===== config.mk =====
export PLATFORM = sky130hd
export DESIGN_NAME = aid_diag_record
export DESIGN_NICKNAME = d
export VERILOG_FILES = /design/src/design/aid_pkg.sv /design/src/design/aid_diag_record.sv
export VERILOG_INCLUDE_DIRS = /design/src /design/src/design
export SDC_FILE = /design/constraint.sdc
export NUM_CORES = 1
export LEC_CHECK = 0
export ABC_AREA = 1
export BUFFER_PORTS_ARGS = -buffer_cell sky130_fd_sc_hd__buf_2
export CAP_MARGIN = 10
export CORE_ASPECT_RATIO = 1.5
export CORE_MARGIN = 2
export CORE_UTILIZATION = 53
export DETAILED_ROUTE_END_ITERATION = 16
export PLACE_DENSITY = 0.84
export SLEW_MARGIN = 20
export SYNTH_ARGS = -nofsm -noshare
export SYNTH_HDL_FRONTEND = slang
export SYNTH_SLANG_ARGS = --single-unit
export TNS_END_PERCENT = 50

===== constraint.sdc =====
create_clock -name clk -period 1.49 [get_ports clk]
set_clock_uncertainty 0.1 [all_clocks]
set_input_delay 0.298 -clock clk [delete_from_list [all_inputs] [get_ports clk]]
set_output_delay 0.298 -clock clk [all_outputs]
set_load 0.005 [all_outputs]

===== src/design/aid_defines.svh =====
// Constants of the analog input diagnostic record: byte indices, fields,
// fixed values and timing counts.
// Assumes inclusion by bare name from the design files.
`ifndef AID_DEFINES_SVH
`define AID_DEFINES_SVH

// Byte index of each field within the 20-byte record.
`define AID_IDX_DIAG_SUMMARY 5'h00
`define AID_IDX_MODULE_CLASS 5'h01
`define AID_IDX_RSVD_C 5'h02
`define AID_IDX_RSVD_D 5'h03
`define AID_IDX_CHANNEL_KIND 5'h04
`define AID_IDX_DIAG_BITS 5'h05
`define AID_IDX_CHANNEL_COUNT 5'h06
`define AID_IDX_GROUP_ERRORS 5'h07
`define AID_IDX_CHAN_ERR_BASE 5'h08
`define AID_IDX_SPARE_ERR_BASE 5'h0c
`define AID_IDX_TIMESTAMP_BASE 5'h10
`define AID_IDX_LAST 5'h13

// Summary byte fields.
`define AID_SUM_MODULE_FAIL 0
`define AID_SUM_INTERNAL 1
`define AID_SUM_EXTERNAL 2
`define AID_SUM_CHANNEL 3
`define AID_SUM_AUX_MISSING 4
`define AID_SUM_PARAM 7

// Module information byte fields.
`define AID_MOD_CLASS_ANALOG 4'h5
`define AID_MOD_CHAN_INFO 4

// Channel error byte fields.
`define AID_CH_PARAM 0
`define AID_CH_UNDER 6
`define AID_CH_OVER 7

// Fixed record values.
`define AID_DIAG_BITS_VAL 8'h08
`define AID_CHANNEL_COUNT_VAL 8'h04
`define AID_NUM_CH 4

// Microsecond ticker timing.
`define AID_CLK_MHZ 100
`define AID_TICK_NS 1000
`define AID_CLK_PERIOD_NS 10
`define AID_TICK_CYCLES (`AID_TICK_NS / `AID_CLK_PERIOD_NS)

`endif


===== src/design/aid_pkg.sv =====
// Types of the analog input diagnostic record.
// Assumes aid_defines.svh supplies the numeric constants.
package aid_pkg;

  typedef logic [7:0] aid_byte_t;

  // Channel type codes carried in the channel kind byte.
  typedef enum logic [6:0] {
    AID_KIND_DIG_IN = 7'h70,
    AID_KIND_ANA_IN = 7'h71,
    AID_KIND_DIG_OUT = 7'h72,
    AID_KIND_ANA_OUT = 7'h73,
    AID_KIND_ANA_INOUT = 7'h74,
    AID_KIND_COUNTER = 7'h76
  } aid_kind_t;

endpackage


===== src/design/aid_diag_record.sv =====
// Diagnostic record of a four-channel analog input module, read bytewise.
// Assumes error inputs come from logic on clk, except the auxiliary
// supply sense, which is a pin and is synchronised here.
//
// Operation
// - Summary bits 0-2: module, internal, external faults.
// - Summary bit 3 channel error, bit 4 supply.
// - Summary bit 7 parameter error; bits 6,5 zero.
// - Module class bits 3-0 show analog pattern.
// - Module info bit 4 marks channel information.
// - Channel kind byte codes the analog input.
// - Diagnostic bits per channel reads 08h.
// - Channel count reads 04h.
// - Group error bits 0-3 follow each channel.
// - Channel byte bit 0: parameter error.
// - Channel byte bit 6 underflow, 7 overflow.
// - Diagnostic event captures ticker into timestamp.
// - Ticker starts at zero, counts microseconds.
// - Ticker wraps to zero after maximum.
// - Channel errors light their channel indicator; no interrupt.
`timescale 1ns/1ps
`include "aid_defines.svh"

module aid_diag_record (
  input wire logic clk,
  input wire logic resetn,
  input wire logic ce,
  input wire logic module_fail,
  input wire logic internal_err,
  input wire logic external_err,
  input wire logic aux_supply_missing_pin,
  input wire logic module_param_err,
  input wire logic [3:0] ch_param_err,
  input wire logic [3:0] ch_underflow,
  input wire logic [3:0] ch_overflow,
  input wire logic rd_en,
  input wire logic [4:0] rd_index,
  output logic [7:0] rd_data,
  output logic rd_valid,
  output logic [3:0] ch_led
);

  // Builds one channel error byte; used for the record and the indicators.
  function automatic aid_pkg::aid_byte_t chan_byte(
    input logic perr,
    input logic under,
    input logic over
  );
    aid_pkg::aid_byte_t b;
    b = 8'h00;
    b[`AID_CH_PARAM] = perr;
    b[`AID_CH_UNDER] = under;
    b[`AID_CH_OVER] = over;
    return b;
  endfunction

  logic aux_meta_q;
  logic aux_sync_q;
  logic [6:0] pre_q;
  logic [31:0] ticker_q;
  logic [31:0] stamp_q;
  logic [7:0] chan_q [0:3];
  logic [7:0] summary_q;
  logic [7:0] summary_d;
  logic [3:0] group_q;
  logic [3:0] group_d;
  logic [7:0] chan_d [0:3];
  logic event_now;
  logic any_param;

  // The supply sense is asynchronous to clk.
  always_ff @(posedge clk or negedge resetn) begin
    if (!resetn) begin
      aux_meta_q <= 1'b0;
      aux_sync_q <= 1'b0;
    end else if (ce) begin
      aux_meta_q <= aux_supply_missing_pin;
      aux_sync_q <= aux_meta_q;
    end
  end

  // Prescaler and ticker; the ticker rolls over naturally at its width.
  always_ff @(posedge clk or negedge resetn) begin
    if (!resetn) begin
      pre_q <= 7'h00;
      ticker_q <= 32'h0000_0000;
    end else if (ce) begin
      if (pre_q == 7'(`AID_TICK_CYCLES - 1)) begin
        pre_q <= 7'h00;
        ticker_q <= ticker_q + 32'h0000_0001;
      end else begin
        pre_q <= pre_q + 7'h01;
      end
    end
  end

  genvar g;
  generate
    for (g = 0; g < `AID_NUM_CH; g++) begin : g_ch
      assign chan_d[g] = chan_byte(ch_param_err[g], ch_underflow[g],
                                   ch_overflow[g]);
      assign group_d[g] = |chan_d[g];
      always_ff @(posedge clk or negedge resetn) begin
        if (!resetn) begin
          chan_q[g] <= 8'h00;
          ch_led[g] <= 1'b0;
        end else if (ce) begin
          chan_q[g] <= chan_d[g];
          ch_led[g] <= |chan_d[g];
        end
      end
    end
  endgenerate

  assign any_param = module_param_err | (|ch_param_err);

  always_comb begin
    summary_d = 8'h00;
    summary_d[`AID_SUM_MODULE_FAIL] = module_fail;
    summary_d[`AID_SUM_INTERNAL] = internal_err;
    summary_d[`AID_SUM_EXTERNAL] = external_err;
    summary_d[`AID_SUM_CHANNEL] = |group_d;
    summary_d[`AID_SUM_AUX_MISSING] = aux_sync_q;
    summary_d[`AID_SUM_PARAM] = any_param;
  end

  // A diagnostic event is any summary bit or channel group newly raised.
  assign event_now = |(summary_d & ~summary_q) | |(group_d & ~group_q);

  always_ff @(posedge clk or negedge resetn) begin
    if (!resetn) begin
      summary_q <= 8'h00;
      group_q <= 4'h0;
    end else if (ce) begin
      summary_q <= summary_d;
      group_q <= group_d;
    end
  end

  // The stamp holds the last event time; no interrupt is raised for it.
  always_ff @(posedge clk or negedge resetn) begin
    if (!resetn) begin
      stamp_q <= 32'h0000_0000;
    end else if (ce && event_now) begin
      stamp_q <= ticker_q;
    end
  end

  // Read port: one cycle latency; unmapped and reserved bytes read zero.
  always_ff @(posedge clk or negedge resetn) begin
    if (!resetn) begin
      rd_data <= 8'h00;
      rd_valid <= 1'b0;
    end else if (ce) begin
      rd_valid <= rd_en;
      if (rd_en) begin
        unique case (rd_index)
          `AID_IDX_DIAG_SUMMARY: rd_data <= summary_q;
          `AID_IDX_MODULE_CLASS: begin
            // The four channel bytes always exist, so the info bit stands.
            rd_data <= {3'h0, 1'b1, `AID_MOD_CLASS_ANALOG};
          end
          `AID_IDX_CHANNEL_KIND: begin
            rd_data <= {1'b0, aid_pkg::AID_KIND_ANA_IN};
          end
          `AID_IDX_DIAG_BITS: rd_data <= `AID_DIAG_BITS_VAL;
          `AID_IDX_CHANNEL_COUNT: rd_data <= `AID_CHANNEL_COUNT_VAL;
          `AID_IDX_GROUP_ERRORS: rd_data <= {4'h0, group_q};
          5'h08, 5'h09, 5'h0a, 5'h0b: rd_data <= chan_q[rd_index[1:0]];
          5'h10, 5'h11, 5'h12, 5'h13: rd_data <= stamp_q[rd_index[1:0]*8 +: 8];
          default: rd_data <= 8'h00;
        endcase
      end
    end
  end

endmodule // aid_diag_record


==> flow_metrics.tcl <==
set metrics [dict create \
    layout_min_cycle_time_ps 1710 \
    cts-root-buf "clkbuf_16" \
    fp.dieArea_um2 11100 \
    worstPathCellList "ha_2 > inv_2 > nor2_4 > nand2_4 > nor2_8 > buf_4 > nand2_1 > nand2_1 > nand2_1 > nand2_1 > o21ai_1" \
    cts.reportedPaths.clkPinSlew_ps 80 \
    synth_edf_count 0 \
    yosys_warnings 0 \
    cts_tree "yes" \
    clock_latency_ps 360 \
    internal-power_mw 4.97 \
    final_util_pct 70.7 \
    synth-seq-cells 104 \
    worstSetupPathType "reg2reg" \
    clock-sinks 104 \
    die_x_um 86.7 \
    grt_pass1_wl_um 24000 \
    drc 0 \
    p_sw_share_pct 30.5 \
    die_h_um 128 \
    cts_buffer_depth 2 \
    violations "negative setup slack" \
    p_comb_share_pct 20.0 \
    rsz0062_at_grt "yes" \
    required_ps 1630 \
    finalInstanceArea_um2 7120 \
    drt_wl_total_um 16500 \
    cpPeakStageDelay_ps 420 \
    ir_drop_mv 0.603 \
    drtAntennaViolNets 0 \
    antenna_found_initial 0 \
    synth_cell_types 34 \
    ff2ff_path_depth 11 \
    pin_count 39 \
    hold_path_depth 3 \
    htreeDepth 3 \
    syn-cell-area_um2 5440 \
    syn_inst 722 \
    endpoint_kind "flop" \
    tightest_slew_ps 464 \
    fill_cells 658 \
    setup_viol 56 \
    maxCapViolations 0 \
    async_flop_share_pct 100 \
    detail_route.wl_per_cell_um 16.9 \
    slew_headroom_pct 68.8 \
    min-delay-start "aux_supply_missing_pin" \
    via_per_inst 5.60 \
    grt_usage_pct 27.9 \
    port_buffers 38 \
    drive_gt1_share_pct 29.5 \
    worstPathArrival_ps 1850 \
    rows 45 \
    initial_core_util_pct 54.0 \
    finalNetCount 884 \
    fmax_mhz 585 \
    place_hpwl_um 10700 \
    vias 5474 \
    worst_slack_ps -219 \
    p_per_area_nw_per_um2 1000 \
    grt_remaining_overflow 0 \
    core_um2 10100 \
    finalMaxSlewViolations 0 \
    finalCritPeriodShare_pct 115 \
    numCtsBuffers 9 \
    grt_max_degree 56 \
    seq_area_frac_synth_pct 47.8 \
    cpMostUsedCell "nand2_1" \
    reg2reg_from "ticker_q[1]" \
    outcome "finished with violations" \
    place_congestion 0.985 \
    seqPwrFrac_pct 47.0 \
    antenna_cells 0 \
    hold_viol 0 \
    p_sw_mw 2.18 \
    hold_class "in2reg" \
    worstSetupStartpoint "ticker_q[1]" \
    synth_nets 750 \
    tns_ps -5810 \
    drt_iter0_drc 582 \
    clockPowerShare_pct 33.0 \
    syn_to_final_growth_pct 30.9 \
    dr.pass1.iters 6 \
    startpoint_type "flop" \
    grt_pass1_vias 5158 \
    synth_ff_type "dfrtp_1" \
    place_area_um2 6440 \
    leakagePower_nw 3.74 \
    p_total_mw 7.15 \
    crit_slowest_cell "dfrtp_1" \
    synth.avg_cell_area_um2 7.54 \
    cp_max_fo 3 \
]
[cell usage in the layout (no fill, tap or decap), types with 8 or more instances in the layout]
cell,n
a21oi_1,14
buf_12,8
buf_2,37
buf_4,91
clkbuf_16,11
dfrtp_1,103
inv_1,51
inv_2,13
nand2_1,260
nand2_2,22
nand2_4,9
nand3_1,43
nand3_2,8
nor2_1,54
nor2_2,19
nor2_4,18
o21ai_0,26
xor2_1,14
[power by group through the flow]
stage / clock network, mW / registers [mW] / logic (mW)
CTS: 2.35 / 3.33 / 1.34
floorplan: 0 / 3.35 / 0.645
detailed placement: 0 / 3.38 / 1.25
global placement: 0 / 3.37 / 1.22
finish: 2.36 / 3.36 / 1.43
global route: 2.47 / 3.38 / 1.58
[repair_timing]
item / 4_1_cts / 5_1_grt
setup buffers: 5 / 8
cloned: 0 / 2
hold buffers: 1 / 0
endpoints found under the hold margin: 18 / 0
pin swaps: 10 / 14
gates resized for setup: 28 / 45
setup endpoints to repair: 57 / 61
[Yosys cell counts (4+ instances only)]
cell type | number | area (um^2)
o21ai_1 | 5 | 25.0
nand3b_1 | 6 | 45.0
xor2_1 | 14 | 123
nand4_1 | 6 | 37.5
nand2_2 | 8 | 50.1
inv_2 | 10 | 37.5
o22ai_1 | 4 | 25.0
nor2_2 | 8 | 50.1
o21ai_0 | 26 | 130
a22oi_1 | 5 | 37.5
nor2_4 | 7 | 78.8
nand3_1 | 49 | 245
a21oi_1 | 14 | 70.1
dfrtp_1 | 104 | 2600
nor2_1 | 76 | 285
nand2_1 | 280 | 1050
inv_1 | 55 | 206
buf_2 | 9 | 45.0
xnor2_1 | 7 | 61.3
[layer usage]
layer / track usage [%] / part of all wire, % / up-vias
met5: 0 / 0 / -
met4: 18.3 / 7.9 / 0
met3: 4.25 / 5.5 / 99
met2: 49.7 / 51 / 296
met1: 29.8 / 36 / 2549
li1: - / - / 2530
[state kept, by name, indices dropped and copies added (netlist names)]
register    count
ticker_q       32
stamp_q        32
rd_valid        1
chan_q         12
ch_led          1
pre_q           7
aux_meta_q      1
rd_data         8
group_q         3
summary_q       6
aux_sync_q      1
[final cells by class]
class	count	area, um^2	area share [%]
Multi-Input combinational cell	533	2710	38.0
Sequential cell	104	2600	36.5
Timing Repair Buffer	141	1110	15.6
Inverter	67	262	3.67
Clock buffer	10	239	3.35
Tap cell	117	146	2.05
Clock inverter	6	53.8	0.755
[final timing paths]
| path | end | slack, ps |
|---|---|---|
| worst min register to register | stamp_q[29] | 380 |
| max in group asynchronous | ticker_q[11] | 480 |
| worst min-delay path | aux_meta_q | 40 |
| min in group asynchronous | ticker_q[4] | 300 |
| worst max-delay path | ticker_q[26] | -220 |
| worst max register to register | ticker_q[26] | -220 |
[per-stage QoR]
| stage | std cells | worst slack (ps) | hold WS, ps |
|---|---|---|---|
| 6_report | 978 | -219 | 41.7 |
| 5_1_grt | 978 | -330 | 71.9 |
| 4_1_cts | 968 | -79.8 | 44.4 |
| 3_5_place_dp | 946 | -142 | 129 |
| 3_3_place_gp | 946 | -140 | 126 |
| 2_1_floorplan | 722 | 4.59 | -97.6 |
[kinds of logic after synthesis]
kind of cell	Yosys count	share of synthesized area, %
AO/OA/AOI/OAI	56	5.52
XOR/XNOR	21	3.38
adder cells (fa/ha/maj)	2	0.460
buffers and inverters	85	6.53
flip-flops	104	47.8
AND/OR/NAND/NOR	454	36.3
[critical path, delay by kind of cell, from the launching register on]
family                   cells  cell delay [ps]
AO/OA/AOI/OAI                1               60
adder cells (fa/ha/maj)      1              210
buffers and inverters        2              180
flip-flops                   1              420
AND/OR/NAND/NOR              7              620
Power figures use the tool's default switching activity.
